## src/spi_pd_defs.svh

```systemverilog
`ifndef SPI_PD_DEFS_SVH
`define SPI_PD_DEFS_SVH

// Instruction codes seen on the serial input.
`define OP_WREN 8'h06
`define OP_WRSR 8'h01
`define OP_DPD 8'hb9
`define OP_SIG 8'hab

// Bit counts that close each sequence.
`define CMD_BITS 6'h08
`define SIG_HDR_BITS 6'h20
`define WRSR_BITS 6'h10

// Status byte layout.
`define NV_MASK 8'h8c
`define GUARD_BIT 7
`define STAT_RESET 8'h00

// Idle levels of cs_n, sck, si, hold_n, wp_n, held by the pin stages in
// reset.
`define PIN_IDLE 5'h13

// Signature reset value; the value is arbitrary.
`define SIG_RESET 8'h5a

// Register offsets.
`define REG_SIG 8'h00
`define REG_STATE 8'h04
`define REG_NVSTAT 8'h08

// Timing: clock rate and delays in ns, then cycle counts.
`define CLK_MHZ 100
`define WAKE_DELAY_NS 1000
`define WRITE_TIME_NS 5000
`define WAKE_CYCLES ((`WAKE_DELAY_NS * `CLK_MHZ + 999) / 1000)
`define WRITE_CYCLES ((`WRITE_TIME_NS * `CLK_MHZ + 999) / 1000)

`endif

```

## src/spi_pd_pkg.sv

```systemverilog
`include "spi_pd_defs.svh"

package spi_pd_pkg;

  // Serial sequence position.
  typedef enum logic [5:0] {
    SEQ_IDLE = 6'h01,
    SEQ_CMD = 6'h02,
    SEQ_ADDR = 6'h04,
    SEQ_SIG = 6'h08,
    SEQ_DATA = 6'h10,
    SEQ_SKIP = 6'h20
  } seq_type;

  // Power state of the device.
  typedef enum logic [2:0] {
    PWR_STBY = 3'h1,
    PWR_DOWN = 3'h2,
    PWR_WAKE = 3'h4
  } pwr_type;

  // True when a sequence ended with the expected opcode and exactly the expected bit count.
  function automatic logic seq_match(input logic [7:0] op,
                                     input logic [5:0] cnt,
                                     input logic [7:0] code,
                                     input logic [5:0] bits);
    return (op == code) && (cnt == bits);
  endfunction : seq_match

endpackage : spi_pd_pkg

```

## src/spi_pin_if.sv

```systemverilog
`timescale 1ns/100ps

// Synchronised pin levels and their edges.
interface spi_pin_if;
  logic cs_n;
  logic sck;
  logic si;
  logic hold_n;
  logic wp_n;
  logic cs_fall;
  logic cs_rise;
  logic sck_rise;
  logic sck_fall;
  logic hold_rise;
  modport src (output cs_n, sck, si, hold_n, wp_n, cs_fall, cs_rise,
               sck_rise, sck_fall, hold_rise);
  modport dst (input cs_n, sck, si, hold_n, wp_n, cs_fall, cs_rise,
               sck_rise, sck_fall, hold_rise);
endinterface : spi_pin_if

```

## src/spi_pin_sync.sv

```systemverilog
`timescale 1ns/100ps
`include "spi_pd_defs.svh"

module spi_pin_sync (
  // Clock and reset
  input wire logic clk,
  input wire logic rst,
  // Raw pins: cs_n, sck, si, hold_n, wp_n
  input wire logic [4:0] pins_raw,
  // Synchronised view
  spi_pin_if.src pins
);
  logic [4:0] meta_q;
  logic [4:0] sync_q;
  logic [4:0] prev_q;

  // Two flops per pin, then one more to find edges. All stages reset to
  // the idle pin levels, so an idle bus shows no edge and no selection
  // once reset ends. A select held low through reset shows up as a fall.
  always_ff @(posedge clk) begin
    if (rst) begin
      meta_q <= `PIN_IDLE;
      sync_q <= `PIN_IDLE;
      prev_q <= `PIN_IDLE;
    end else begin
      meta_q <= pins_raw;
      sync_q <= meta_q;
      prev_q <= sync_q;
    end
  end

  // Levels and edges from the settled stages only.
  assign pins.cs_n = sync_q[4];
  assign pins.sck = sync_q[3];
  assign pins.si = sync_q[2];
  assign pins.hold_n = sync_q[1];
  assign pins.wp_n = sync_q[0];
  assign pins.cs_fall = prev_q[4] & ~sync_q[4];
  assign pins.cs_rise = ~prev_q[4] & sync_q[4];
  assign pins.sck_rise = ~prev_q[3] & sync_q[3];
  assign pins.sck_fall = prev_q[3] & ~sync_q[3];
  assign pins.hold_rise = ~prev_q[1] & sync_q[1];
endmodule : spi_pin_sync

```

## src/spi_delay_timer.sv

```systemverilog
`timescale 1ns/100ps

module spi_delay_timer #(
  parameter int unsigned WIDTH = 16
) (
  // Clock and reset
  input wire logic clk,
  input wire logic rst,
  // Start and length
  input wire logic start,
  input wire logic [WIDTH-1:0] count,
  // State
  output logic busy,
  output logic done
);
  logic [WIDTH-1:0] cnt_q;

  // A start while running is ignored, so a cycle always runs out whole.
  always_ff @(posedge clk) begin
    if (rst) begin
      cnt_q <= '0;
    end else if (start && cnt_q == '0) begin
      cnt_q <= count;
    end else if (cnt_q != '0) begin
      cnt_q <= cnt_q - 1'b1;
    end
  end

  // Done marks the last busy cycle.
  assign busy = (cnt_q != '0);
  assign done = (cnt_q == WIDTH'(1));
endmodule : spi_delay_timer

```

## src/spi_pd_hold_port.sv

```systemverilog
`timescale 1ns/100ps
`include "spi_pd_defs.svh"

// Overview of operation
// - In power-down, read and write commands are ignored; the array stays safe.
// - Power-down starts only if select rises right after eight instruction bits.
// - In power-down only the signature command is taken; it wakes the device.
// - Power loss ends power-down; power-up always starts in standby.
// - Signature command works in standby, except during a write cycle.
// - Signature read is opcode, 24 dummy bits, then 8 signature bits out.
// - Raising select after the signature ends the sequence; back to standby.
// - Further clocks repeat the signature until select rises.
// - Select rising after the 8-bit wake opcode still wakes after wake_delay.
// - Low select selects; high deselects, but a running write cycle completes.
// - Serial output floats whenever the device is deselected.
// - Select rising after a valid write sequence starts the timed write.
// - Input sampled on clock rise; output changes after clock fall.
// - Guard pin low with guard enable set refuses status writes.
// - With guard enable clear, the guard pin has no effect.
// - A started write cycle is not disturbed by the guard pin.
// - Pause low with clock low pauses; with clock high, at next fall.
// - While paused, serial pins are ignored; host keeps select low.
// - Pause low at any time floats the serial output.
module spi_pd_hold_port
  import spi_pd_pkg::*;
#(
  parameter logic [15:0] WAKE_CYCLES = 16'(`WAKE_CYCLES),
  parameter logic [15:0] WRITE_CYCLES = 16'(`WRITE_CYCLES)
) (
  // Clock and reset
  input wire logic REF_CLK,
  input wire logic SRST,
  // Serial pins
  input wire logic CS_N,
  input wire logic SCK,
  input wire logic SI,
  input wire logic HOLD_N,
  input wire logic WP_N,
  output logic SO,
  output logic SO_OE,
  // Register port
  input wire logic [7:0] REG_ADDR,
  input wire logic [7:0] REG_WDATA,
  input wire logic REG_WR,
  input wire logic REG_RD,
  output logic [7:0] REG_RDATA
);
  localparam int WAKE_LIM = int'(WAKE_CYCLES) + 2;

  spi_pin_if pins ();
  seq_type seq_q;
  pwr_type pwr_q;
  logic [5:0] cnt_q;
  logic [7:0] shift_q;
  logic [7:0] op_q;
  logic [7:0] data_q;
  logic [7:0] pend_q;
  logic [7:0] nv_q;
  logic [7:0] sig_q;
  logic [2:0] idx_q;
  logic drive_q;
  logic paused_q;
  logic wel_q;
  logic sel;
  logic sck_r;
  logic sck_f;
  logic [7:0] in_byte;
  logic guard_on;
  logic wr_go;
  logic wake_go;
  logic wbusy;
  logic wdone;
  logic wkbusy;
  logic wkdone;

  spi_pin_sync u_sync (
    .clk(REF_CLK),
    .rst(SRST),
    .pins_raw({CS_N, SCK, SI, HOLD_N, WP_N}),
    .pins(pins.src)
  );

  // Self-timed write cycle; runs on whatever select does meanwhile.
  spi_delay_timer #(.WIDTH(16)) u_write (
    .clk(REF_CLK),
    .rst(SRST),
    .start(wr_go),
    .count(WRITE_CYCLES),
    .busy(wbusy),
    .done(wdone)
  );

  // Release delay between wake command and standby.
  spi_delay_timer #(.WIDTH(16)) u_wake (
    .clk(REF_CLK),
    .rst(SRST),
    .start(wake_go),
    .count(WAKE_CYCLES),
    .busy(wkbusy),
    .done(wkdone)
  );

  // Serial clock edges count only when selected and not paused.
  assign sel = ~pins.cs_n;
  assign sck_r = pins.sck_rise & sel & ~paused_q & pins.hold_n;
  assign sck_f = pins.sck_fall & sel & ~paused_q & pins.hold_n;
  assign in_byte = {shift_q[6:0], pins.si};
  assign guard_on = ~pins.wp_n & nv_q[`GUARD_BIT];

  // Write cycle starts on select rising after a full, permitted write.
  assign wr_go = pins.cs_rise & (pwr_q == PWR_STBY) & ~wbusy & wel_q
    & seq_match(op_q, cnt_q, `OP_WRSR, `WRSR_BITS) & ~guard_on;
  // Wake starts on select rising any time after the 8-bit wake opcode.
  assign wake_go = pins.cs_rise & (pwr_q == PWR_DOWN)
    & (op_q == `OP_SIG) & (cnt_q >= `CMD_BITS);

  // Pause: lowering while the clock is low takes effect at once; lowering
  // while it is high waits for the clock to go low. Resume needs a pause
  // rise while the clock is low, so a late rise leaves the device paused.
  always_ff @(posedge REF_CLK) begin
    if (SRST || !sel) begin
      paused_q <= 1'b0;
    end else if (!paused_q) begin
      if (!pins.hold_n && !pins.sck && seq_q != SEQ_IDLE) begin
        paused_q <= 1'b1;
      end
    end else if (pins.hold_rise && !pins.sck) begin
      paused_q <= 1'b0;
    end
  end

  // Sequence tracking; input bits are taken on the clock rise.
  always_ff @(posedge REF_CLK) begin
    if (SRST) begin
      seq_q <= SEQ_IDLE;
      cnt_q <= 6'h00;
      shift_q <= 8'h00;
      op_q <= 8'h00;
      data_q <= 8'h00;
    end else if (pins.cs_fall) begin
      seq_q <= SEQ_CMD;
      cnt_q <= 6'h00;
    end else if (!sel) begin
      seq_q <= SEQ_IDLE;
    end else if (sck_r) begin
      shift_q <= in_byte;
      if (cnt_q != 6'h3f) begin
        cnt_q <= cnt_q + 6'h01;
      end
      case (seq_q)
        SEQ_CMD: begin
          if (cnt_q == `CMD_BITS - 6'h01) begin
            op_q <= in_byte;
            if (in_byte == `OP_SIG && pwr_q != PWR_WAKE && !wbusy) begin
              seq_q <= SEQ_ADDR;
            end else if (in_byte == `OP_WRSR && pwr_q == PWR_STBY) begin
              seq_q <= SEQ_DATA;
            end else begin
              seq_q <= SEQ_SKIP;
            end
          end
        end
        SEQ_ADDR: begin
          if (cnt_q == `SIG_HDR_BITS - 6'h01) begin
            seq_q <= SEQ_SIG;
          end
        end
        SEQ_DATA: begin
          if (cnt_q == `WRSR_BITS - 6'h01) begin
            data_q <= in_byte;
          end
        end
        SEQ_SIG, SEQ_SKIP, SEQ_IDLE: begin
          seq_q <= seq_q;
        end
        default: begin
          seq_q <= SEQ_SKIP;
        end
      endcase
    end
  end

  // Signature bits leave on clock falls, MSB first, wrapping so further
  // clocks repeat the byte until select rises.
  always_ff @(posedge REF_CLK) begin
    if (SRST || !sel) begin
      SO <= 1'b0;
      idx_q <= 3'h7;
      drive_q <= 1'b0;
    end else if (seq_q == SEQ_SIG && sck_f) begin
      SO <= sig_q[idx_q];
      idx_q <= idx_q - 3'h1;
      drive_q <= 1'b1;
    end
  end

  // Output enable drops while deselected, paused or pause is low.
  always_ff @(posedge REF_CLK) begin
    if (SRST) begin
      SO_OE <= 1'b0;
    end else begin
      SO_OE <= sel & drive_q & pins.hold_n & ~paused_q;
    end
  end

  // Power state; reset stands for power-up and always gives standby.
  always_ff @(posedge REF_CLK) begin
    if (SRST) begin
      pwr_q <= PWR_STBY;
    end else begin
      case (pwr_q)
        PWR_STBY: begin
          if (pins.cs_rise && !wbusy
              && seq_match(op_q, cnt_q, `OP_DPD, `CMD_BITS)) begin
            pwr_q <= PWR_DOWN;
          end
        end
        PWR_DOWN: begin
          if (wake_go) begin
            pwr_q <= PWR_WAKE;
          end
        end
        PWR_WAKE: begin
          if (wkdone) begin
            pwr_q <= PWR_STBY;
          end
        end
        default: begin
          pwr_q <= PWR_STBY;
        end
      endcase
    end
  end

  // Write enable latch; only standby may set it, and a status write or a
  // refused attempt clears it.
  always_ff @(posedge REF_CLK) begin
    if (SRST) begin
      wel_q <= 1'b0;
    end else if (pins.cs_rise && pwr_q == PWR_STBY && !wbusy) begin
      if (seq_match(op_q, cnt_q, `OP_WREN, `CMD_BITS)) begin
        wel_q <= 1'b1;
      end else if (seq_match(op_q, cnt_q, `OP_WRSR, `WRSR_BITS)) begin
        wel_q <= 1'b0;
      end
    end
  end

  // Status byte: the value is captured at the start and applied at the
  // end, so the guard pin moving mid-cycle changes nothing.
  always_ff @(posedge REF_CLK) begin
    if (SRST) begin
      pend_q <= `STAT_RESET;
      nv_q <= `STAT_RESET;
    end else begin
      if (wr_go) begin
        pend_q <= data_q;
      end
      if (wdone) begin
        nv_q <= (nv_q & ~`NV_MASK) | (pend_q & `NV_MASK);
      end
    end
  end

  // Register port: signature byte is writable, the rest read only.
  always_ff @(posedge REF_CLK) begin
    if (SRST) begin
      sig_q <= `SIG_RESET;
    end else if (REG_WR && REG_ADDR == `REG_SIG) begin
      sig_q <= REG_WDATA;
    end
  end

  // Read data stand for one cycle only; unmapped offsets read zero.
  always_ff @(posedge REF_CLK) begin
    if (SRST || !REG_RD) begin
      REG_RDATA <= 8'h00;
    end else begin
      case (REG_ADDR)
        `REG_SIG: REG_RDATA <= sig_q;
        `REG_STATE: REG_RDATA <= {2'h0, wel_q, paused_q, sel, wbusy,
                                  pwr_q == PWR_WAKE, pwr_q == PWR_DOWN};
        `REG_NVSTAT: REG_RDATA <= nv_q;
        default: REG_RDATA <= 8'h00;
      endcase
    end
  end
endmodule : spi_pd_hold_port

```

## config.mk

```make
export PLATFORM = sky130hd
export DESIGN_NAME = spi_pd_hold_port
export DESIGN_NICKNAME = d
export VERILOG_FILES = /design/src/spi_pd_pkg.sv /design/src/spi_pin_if.sv /design/src/spi_pin_sync.sv /design/src/spi_delay_timer.sv /design/src/spi_pd_hold_port.sv
export VERILOG_INCLUDE_DIRS = /design/src
export SDC_FILE = /design/constraint.sdc
export NUM_CORES = 1
export LEC_CHECK = 0
export BUFFER_PORTS_ARGS = -buffer_cell sky130_fd_sc_hd__buf_2
export CORE_ASPECT_RATIO = 1.5
export CORE_MARGIN = 1.5
export CORE_UTILIZATION = 38
export CTS_CLUSTER_DIAMETER = 200
export CTS_CLUSTER_SIZE = 24
export DETAILED_ROUTE_END_ITERATION = 7
export GPL_ROUTABILITY_DRIVEN = 0
export PLACE_DENSITY_LB_ADDON = 0.2
export SLEW_MARGIN = 20
export SYNTH_ARGS = -nofsm -noshare
export SYNTH_HDL_FRONTEND = slang
export SYNTH_HIERARCHICAL = 1
export SYNTH_SLANG_ARGS = --single-unit
```

## constraint.sdc

```tcl
create_clock -name REF_CLK -period 4.2 [get_ports REF_CLK]
set_input_delay 0.42 -clock REF_CLK [delete_from_list [all_inputs] [get_ports REF_CLK]]
set_output_delay 0.42 -clock REF_CLK [all_outputs]
set_load 0.01 [all_outputs]
```

==> reports/results.ini, run 1 <==
[placement]
numPortBuffers = 34
hpwlAfterDp_um = 8447

[min_path]
worst_hold_path.num_cells = 2
min_path_type = in -> reg

[floorplanning]
ioPinCount = 35
horiz_die_dim_um = 99.11
coreArea_mm2 = 0.01353
die-height_um = 147.2
floorplan.die_area_mm2 = 0.01459
rows = 52
initial_standard_cell_utilization_of_the_core_pct = 38.91

[global_route]
globalRouteOverflowTotal = 0
gr-usage-all-layers_pct = 16.45
grt_antenna_before_repair = 0
grt_start_max_net_pins = 48
first_global_vias = 4175
wire_length_of_the_first_global_routing_pass_um = 19570

[timing]
rsz0062_at_grt = no
max_slew_margin_pct = 41.65
clock-skew-final_ps = 7.616
finalWorstPathRequiredPeriod_ps = 3608
finalCritPeriodShare_pct = 85.91
finalSetupViolations = 0
fmax_ghz = 0.2772
whs_ps = 257.3
setup-tns-final_ps = 0
slew_viol_final = 0
finalHoldViolations = 0
worst_pin_slew_ps = 875.2

[clock_network]
clkSlewWorstSetupHoldPaths_ps = 70
clk_path_buf_depth = 2
worst_skew_pair.late_latency_ps = 340
cts_inserted_buffers = 9
postCtsSetupBuffers = 0
clkSinkCount = 108
clock-root-buffer = sky130_fd_sc_hd__clkbuf_16
tritoncts = built
cts_resized = 0
cts-htree-levels = 3
cts_hold_repair.buffers = 0

[run]
cap_viol_max_count = 0

[logic_synthesis]
synth-async-reset-ratio_pct = 0
post_synth_num_cell_types = 68
synth_enable_flop_cells = 0
syn_area_mm2 = 0.005265
synthFlopType = sky130_fd_sc_hd__dfxtp_1
mapped_cells = 590
synthesis.yosys.warnings = 6
synthesis.area_per_instance_um2 = 8.924
seq_area_frac_synth_pct = 41.06
synth_seq_cells = 108

[power_and_ir_drop]
ir_worst_vdd_v = 0.0003570
report.power.total_uw = 3295
power.leakage_uw = 0.002340
power_density_mw_per_mm2 = 555.4

[routing]
route.vias.total = 4203
drt_iter0_drc = 131
drc = 0
postRouteAntennaNets = 0
post_drt_wl_per_cell_um = 14.05
routed_wirelength_um = 11410
vias_per_cell = 5.176
drt-pass1-iter-count = 5

[outcome]
run_status = finished, final reports clean

[setup_path]
end_kind = register
worst-endpoint-required_ps = 4440
startpoint_type = register
criticalPathCategory = reg -> reg
arrival_time_worst_endpoint_ps = 3850
timing.critical_path.fanout_max = 16
timing.reg2reg.worst_path_depth = 14

[final_layout]
diodes = 0
num-nets-final = 678
synthToLayoutAreaGrowth_pct = 12.67
proportion_of_layout_cells_with_a_drive_suffix_above_1_pct = 13.54

[through the flow]
| stage | instance area (um2) | utilization [%] | worst slack, ps | cells |
|---|---|---|---|---|
| 4_1_cts | 5932 | 43.83 | 559.4 | 812 |
| 5_1_grt | 5932 | 43.83 | 256.6 | 812 |
| 6_report | 5932 | 43.83 | 592.0 | 812 |
| 3_5_place_dp | 5647 | 41.73 | 554.9 | 797 |
| 3_3_place_gp | 5647 | 41.73 | 644.4 | 797 |
| 2_1_floorplan | 5385 | - | 814.3 | 622 |
[worst max-delay path: stages, from the launching register on]
cell and delay, ps:
sky130_fd_sc_hd__dfxtp_1 370, sky130_fd_sc_hd__inv_1 80, sky130_fd_sc_hd__ha_1 180, sky130_fd_sc_hd__or3b_1 480, sky130_fd_sc_hd__or4_4 630, sky130_fd_sc_hd__nor2_8 140
sky130_fd_sc_hd__inv_2 160, sky130_fd_sc_hd__nor3_1 160, sky130_fd_sc_hd__nand3_1 140, sky130_fd_sc_hd__nand4b_1 230, sky130_fd_sc_hd__nor2_1 180, sky130_fd_sc_hd__nand2_1 110
sky130_fd_sc_hd__nor4_4 370, sky130_fd_sc_hd__a221o_1 220, sky130_fd_sc_hd__nor2_1 40
[flip-flops by register name, indices dropped and copies added (netlist names), 5 cells and up]
name and count:
u_sync/sync_q 5, sig_q 8, u_sync/meta_q 5, seq_q 6
op_q 8, u_wake/cnt_q 16, u_write/cnt_q 16, cnt_q 6
REG_RDATA 8, shift_q 7
[path summary, 6_finish.rpt]
kind,startpoint,endpoint,slack [ps]
max reg2reg,u_write/cnt_q[0],u_write/cnt_q[11],590
min,HOLD_N,u_sync/meta_q[1],260
min reg2reg,u_sync/meta_q[1],u_sync/sync_q[1],410
max,u_write/cnt_q[0],u_write/cnt_q[11],590
[logic make-up (layout without fill, tap and decap cells)]
family,Yosys count,after routing,share of synthesized area [%]
buffers and inverters,50,78,4.539
adders and majority gates,7,7,1.663
and+or+nand+nor,265,265,28.66
DFF,108,108,41.06
AOI/OAI and AO/OA,98,98,12.60
xor gates and xnor gates,24,24,3.993
other,2,34,0.1426
muxes,36,36,7.343
[synth_stat cells, drive strengths merged, types with 3 or more instances]
library cell	instances	area (um2)
nor3b	7	57.55
ha	7	87.58
or3	15	101.3
nor2	71	299.0
a211oi	11	112.6
nor3	37	190.2
nor2b	19	118.9
inv	24	90.09
clkbuf	13	58.80
o211a	3	30.03
nor4b	4	41.29
a21oi	40	200.2
a211o	5	43.79
or2	13	81.33
o31a	4	35.03
o211ai	3	27.52
xor2	9	78.83
and2b	3	22.52
nor4	9	92.59
or4	10	82.58
nand2b	3	18.77
xnor2	15	131.4
nand4	7	65.06
dfxtp	108	2162
nand2	42	157.7
mux2i	33	330.3
nand3	11	55.05
o21ai	19	95.09
buf	12	81.32
a31oi	5	31.28
[report_power, final]
group	switching, uW	total (uW)	internal (uW)
combinational	694	1190	498
sequential	139	1300	1160
clock	392	805	413
[placed cells by master (no fill, tap or decap), types with 3 or more instances in the layout]
cell,netlist,final
sky130_fd_sc_hd__ha_1,7,7
sky130_fd_sc_hd__xor2_1,9,9
sky130_fd_sc_hd__nor3b_1,6,6
sky130_fd_sc_hd__buf_2,5,34
sky130_fd_sc_hd__or4_1,8,8
sky130_fd_sc_hd__o31a_1,4,4
sky130_fd_sc_hd__o21ai_0,17,17
sky130_fd_sc_hd__and2b_1,3,3
sky130_fd_sc_hd__or2_2,5,5
sky130_fd_sc_hd__clkbuf_16,0,9
sky130_fd_sc_hd__xnor2_1,15,15
sky130_fd_sc_hd__nand2_1,42,42
sky130_fd_sc_hd__inv_6,0,3
sky130_fd_sc_hd__nand4_1,5,5
sky130_fd_sc_hd__a21oi_1,40,40
sky130_fd_sc_hd__buf_4,0,5
sky130_fd_sc_hd__or2_1,8,8
sky130_fd_sc_hd__mux2i_1,33,33
sky130_fd_sc_hd__a31oi_1,5,5
sky130_fd_sc_hd__a211oi_2,6,6
sky130_fd_sc_hd__nor4_1,6,6
sky130_fd_sc_hd__inv_1,22,22
sky130_fd_sc_hd__conb_1,2,34
sky130_fd_sc_hd__a211oi_1,5,5
sky130_fd_sc_hd__nor4b_1,3,3
sky130_fd_sc_hd__a211o_1,5,5
sky130_fd_sc_hd__nor2b_1,19,19
sky130_fd_sc_hd__dfxtp_1,108,108
sky130_fd_sc_hd__nand2b_1,3,3
sky130_fd_sc_hd__o211a_1,3,3
sky130_fd_sc_hd__nor2_1,69,69
sky130_fd_sc_hd__or3_1,12,12
sky130_fd_sc_hd__nor3_1,36,36
sky130_fd_sc_hd__nand3_1,11,11
[cell type report]
type / count / area [um2]
timing repair buffer: 39 / 207.7
inverter: 24 / 90.09
fill: 1348 / 7601
clock inverter: 6 / 60.06
tap: 162 / 202.7
sequential: 108 / 2162
clock buffer: 9 / 225.2
multi-input combinational: 464 / 2984
[per-layer routing]
metal / GRT usage [%] / share of wire [%]
met4: 4.930 / 1.3
met5: 0 / 0
met1: 19.65 / 44
met2: 30.17 / 52
met3: 2.426 / 2.1
(Power assumes the default switching activity.)
==> run 2: changes to the inputs <==
ABC_AREA = 1   (was unset)
==> run 2 against run 1 <==
Effect of this change: routed wire length increased by 15%; critical endpoint is now u_write/cnt_q[9]; sequential power about the same; clock skew increased by 0.75 ps; highest routed layer unchanged; register-to-register slack improved by 510 ps; core utilization increased by 0.37 points.
==> reports/results.ini, run 2 <==
[outcome]
run_status = finished, final reports clean

[placement]
numPortBuffers = 34
detailed_place.area_mm2 = 0.006166
hpwlAfterDp_um = 10060
dpl.cell_count = 1082

[clock_network]
cts_resized = 0
cts_hold_repair.buffers = 0
cts-htree-levels = 3
clock-root-buffer = sky130_fd_sc_hd__clkbuf_16
cts_inserted_buffers = 9
tritoncts = built
clk_path_buf_depth = 2
postCtsSetupBuffers = 0
clkSlewWorstSetupHoldPaths_ps = 80
clkSinkCount = 108
worst_skew_pair.late_latency_ps = 350

[timing]
finalHoldViolations = 0
finalCritPeriodShare_pct = 73.80
finalWorstPathRequiredPeriod_ps = 3099
whs_ps = 233.7
slew_viol_final = 0
max_slew_margin_pct = 51.85
rsz0062_at_grt = no
setup-tns-final_ps = 0
finalSetupViolations = 0
fmax_ghz = 0.3226
clock-skew-final_ps = 8.365
worst_pin_slew_ps = 716.7

[setup_path]
worst-endpoint-required_ps = 4440
startpoint_type = register
worstSetupStartpoint = u_write/cnt_q[0]
timing.reg2reg.worst_path_depth = 15
timing.critical_path.fanout_max = 11
end_kind = register
arrival_time_worst_endpoint_ps = 3340
critical_path.reg2reg.startpoint = u_write/cnt_q[0]
criticalPathCategory = reg -> reg

[final_layout]
proportion_of_layout_cells_with_a_drive_suffix_above_1_pct = 12.97
synthToLayoutAreaGrowth_pct = 13.22
final-seq-area_mm2 = 0.002162
mostFrequentLayoutCell = sky130_fd_sc_hd__nand2_1
num-nets-final = 929
multi_input_comb_area_mm2 = 0.003099
layout.cells.most_common_list = 172 x sky130_fd_sc_hd__nand2_1, 136 x sky130_fd_sc_hd__nor2_1, 112 x sky130_fd_sc_hd__inv_1
stdcell_area_mm2 = 0.006481
diodes = 0
fillerInstances = 1580
regs_by_ff_count = u_wake/cnt_q x16, u_write/cnt_q x16
layout.cells.non_filler = 1098

[power_and_ir_drop]
p_sw_share_pct = 41.18
power_density_mw_per_mm2 = 581.6
switchingPower_uw = 1552
p_seq_share_pct = 34.4
p_int_uw = 2217
power.share.clock_pct = 24.1
comb_power_share_pct = 41.5
power.leakage_uw = 0.002977
report.power.total_uw = 3770
ir_worst_vdd_v = 0.0004119

[floorplanning]
coreArea_mm2 = 0.01466
rows = 54
floorplan.die_area_mm2 = 0.01582
initial_standard_cell_utilization_of_the_core_pct = 39.04
ioPinCount = 35
horiz_die_dim_um = 103.2
die-height_um = 153.3

[logic_synthesis]
synthesis.yosys.warnings = 6
syn_area_mm2 = 0.005724
mapped_cells = 835
synthesis.area_per_instance_um2 = 6.855

[routing]
routed_wirelength_um = 13090
drc = 0
postRouteAntennaNets = 0
drt_iter0_drc = 203
drt-pass1-iter-count = 4
vias_per_cell = 4.564
post_drt_wl_per_cell_um = 11.92
route.vias.total = 5011

[global_route]
gr-usage-all-layers_pct = 17.47
first_global_vias = 4649
wire_length_of_the_first_global_routing_pass_um = 21860
grt_start_max_net_pins = 31
grt_antenna_before_repair = 0
globalRouteOverflowTotal = 0

[min_path]
worst_hold_startpoint = HOLD_N
min_path_type = in -> reg
worst_hold_path.num_cells = 3

[run]
cap_viol_max_count = 0

-- run 2: worst max-delay path, cell delays in order (launching register included) --
cell and delay [ps]:
sky130_fd_sc_hd__dfxtp_1 340, sky130_fd_sc_hd__inv_1 90, sky130_fd_sc_hd__ha_1 200, sky130_fd_sc_hd__nand2_2 120, sky130_fd_sc_hd__nor2_4 320, sky130_fd_sc_hd__nand2_2 110, sky130_fd_sc_hd__nor2_2 120, sky130_fd_sc_hd__inv_1 70
sky130_fd_sc_hd__inv_1 110, sky130_fd_sc_hd__nand3_1 80, sky130_fd_sc_hd__nor2_1 190, sky130_fd_sc_hd__nand4_1 280, sky130_fd_sc_hd__inv_1 330, sky130_fd_sc_hd__inv_1 200, sky130_fd_sc_hd__o2111ai_1 320, sky130_fd_sc_hd__a21oi_1 100
-- run 2: routing by layer --
| layer | share of wire [%] | global-route usage (%) | routed length, um |
|---|---|---|---|
| met1 | 44 | 20.10 | 5694 |
| met5 | 0 | 0 | 0 |
| met2 | 53 | 31.89 | 6949 |
| met3 | 2.2 | 2.469 | 286 |
| met4 | 1.2 | 6.371 | 153 |
-- run 2: power groups by stage --
stage          combinational, uW  clock, uW  sequential, uW
6_report                    1560        907            1300
5_1_grt                     1780        970            1320
4_1_cts                     1580        936            1300
3_5_place_dp                1570          0            1320
3_3_place_gp                1570          0            1320
2_1_floorplan               1330          0            1290
-- run 2: path summary, 6_finish.rpt --
check	slack, ps	endpoint
hold / removal	230	u_sync/meta_q[1]
setup reg to reg	1100	u_write/cnt_q[9]
setup / recovery	1100	u_write/cnt_q[9]
hold reg to reg	410	u_sync/sync_q[2]
-- run 2: final cells by class --
cell class	instances	area share, %
repair buffers	37	2.973
flip-flops and latches	108	33.36
clock inverters	7	1.390
inverters	123	7.201
clock buffers	9	3.475
well taps	196	3.784
multi-input cells	618	47.82
-- run 2: metrics by stage --
| stage | utilization (%) | worst slack [ps] |
|---|---|---|
| floorplan | - | 1730 |
| global placement | 42.06 | 1225 |
| detailed placement | 42.06 | 1095 |
| CTS | 44.21 | 1075 |
| global route | 44.21 | 710.5 |
| finish | 44.21 | 1101 |
==> run 3: changes to the inputs <==
clock period = 2.8 ns   (was 4.2 ns; I/O delays follow)
==> run 3 against run 2 <==
Effect of this change: combinational power is 52% higher; cell area is 0.52% higher; critical path depth is 1 higher; non-clock buffer count is 8 higher; worst hold slack worse by 140 ps; setup slack worse by 790 ps; clock power is 40% higher; cell count is 0.73% higher; global-route usage is 0.49 points higher; largest cell class unchanged; largest power group unchanged.
==> reports/results.ini, run 3 (synthesized netlist as in run 2, its figures left out) <==
[outcome]
run_status = finished, final reports clean

[setup_path]
arrival_time_worst_endpoint_ps = 2780
timing.critical_path.fanout_max = 7
ff2ff_setup_slack_ps = 310
criticalPathCategory = reg -> reg
critical_path.reg2reg.startpoint = u_write/cnt_q[0]
startpoint_type = register
worstSetupStartpoint = u_write/cnt_q[0]
end_kind = register
worst-endpoint-required_ps = 3090

[clock_network]
cts_hold_repair.buffers = 0
clkSinkCount = 108
tritoncts = built
worst_skew_pair.late_latency_ps = 360
clkSlewWorstSetupHoldPaths_ps = 80
clock-root-buffer = sky130_fd_sc_hd__clkbuf_16
cts-htree-levels = 3
cts_inserted_buffers = 9
clk_path_buf_depth = 2

[routing]
routed_wirelength_um = 13160
vias_per_cell = 4.643
post_drt_wl_per_cell_um = 11.90
postRouteAntennaNets = 0
drt_iter0_drc = 157
drc = 0
drt-pass1-iter-count = 4
route.vias.total = 5135

[final_layout]
multi_input_comb_area_mm2 = 0.003099
proportion_of_layout_cells_with_a_drive_suffix_above_1_pct = 13.85
synthToLayoutAreaGrowth_pct = 13.81
mostFrequentLayoutCell = sky130_fd_sc_hd__nand2_1
fillerInstances = 1539
diodes = 0
final-seq-area_mm2 = 0.002162
num-nets-final = 937
regs_by_ff_count = u_wake/cnt_q x16, u_write/cnt_q x16
layout.cells.most_common_list = 172 x sky130_fd_sc_hd__nand2_1, 136 x sky130_fd_sc_hd__nor2_1, 111 x sky130_fd_sc_hd__inv_1

[global_route]
first_global_vias = 4922
grt_start_max_net_pins = 31
wire_length_of_the_first_global_routing_pass_um = 22590
globalRouteOverflowTotal = 0
grt_antenna_before_repair = 0
gr-usage-all-layers_pct = 17.96

[timing]
worst_pin_slew_ps = 582.0
fmax_ghz = 0.4022
finalHoldViolations = 0
finalCritPeriodShare_pct = 88.81
rsz0062_at_grt = no
slew_viol_final = 0
setup-tns-final_ps = 0
finalWorstPathRequiredPeriod_ps = 2487
max_slew_margin_pct = 61.08
whs_ps = 90.83
clock-skew-final_ps = 9.012
finalSetupViolations = 0

[power_and_ir_drop]
power.leakage_uw = 0.003001
ir_worst_vdd_v = 0.0007018
power_density_mw_per_mm2 = 857.6
report.power.total_uw = 5587

[floorplanning]
floorplan.die_area_mm2 = 0.01582
horiz_die_dim_um = 103.2
rows = 54
coreArea_mm2 = 0.01466
initial_standard_cell_utilization_of_the_core_pct = 39.04
die-height_um = 153.3
ioPinCount = 35

[placement]
numPortBuffers = 34
hpwlAfterDp_um = 10120

[run]
cap_viol_max_count = 0

[min_path]
worst_hold_startpoint = HOLD_N
min_path_type = in -> reg

-- run 3: final cells by class --
cell class	count	area share, %
Multi-Input combinational cell	618	47.57
Sequential cell	108	33.19
Clock buffer	9	3.457
Clock inverter	7	0.9795
Tap cell	196	3.764
Inverter	123	7.163
Timing Repair Buffer	45	3.879
-- run 3: final timing paths --
| path | depth (start not counted) | endpoint |
|---|---|---|
| max | 16 | u_write/cnt_q[9] |
| min | 3 | u_sync/meta_q[1] |
| max reg2reg | 16 | u_write/cnt_q[9] |
| min reg2reg | 2 | u_sync/sync_q[3] |
-- run 3: worst max-delay path, stage by stage, from the launching register on --
cell,delay (ps)
sky130_fd_sc_hd__dfxtp_1,350
sky130_fd_sc_hd__inv_1,100
sky130_fd_sc_hd__ha_1,210
sky130_fd_sc_hd__nand2_2,110
sky130_fd_sc_hd__nor2_4,130
sky130_fd_sc_hd__nand2_2,70
sky130_fd_sc_hd__nor2_2,120
sky130_fd_sc_hd__inv_1,70
sky130_fd_sc_hd__inv_1,100
sky130_fd_sc_hd__nand3_1,80
sky130_fd_sc_hd__nor2_1,180
sky130_fd_sc_hd__nand4_1,180
sky130_fd_sc_hd__inv_2,160
sky130_fd_sc_hd__inv_1,170
sky130_fd_sc_hd__nand3_2,130
sky130_fd_sc_hd__nand2_1,120
sky130_fd_sc_hd__a21oi_1,130
-- run 3: stage by stage --
stage	instances	setup WS (ps)	util [%]	area [um2]
final	1106	313.4	44.44	6515
after global routing	1106	6.942	44.44	6515
after CTS	1103	151.0	44.28	6492
after detailed placement	1087	186.5	42.31	6203
after global placement	1087	293.1	42.31	6203
after floorplan	865	329.8	-	5837
-- run 3: repair_timing --
| item | 4_1_cts | 5_1_grt |
|---|---|---|
| setup buffers | 0 | 3 |
| endpoints found under the setup margin | 0 | 11 |
| gates resized for setup | 0 | 1 |
-- run 3: where the power goes --
group	internal [uW]	total (uW)	switching [uW]
Combinational	882	2370	1490
Clock	628	1270	637
Sequential	1740	1950	217
-- run 3: routing by layer --
layer | GRT usage (%) | share of wire [%] | vias to the layer above | routed length [um]
li1 | - | - | 2746 | -
met1 | 21.77 | 45 | 2308 | 5891
met2 | 31.74 | 51 | 61 | 6708
met3 | 2.606 | 2.2 | 20 | 291
met4 | 6.113 | 2.0 | 0 | 264
met5 | 0 | 0 | - | 0
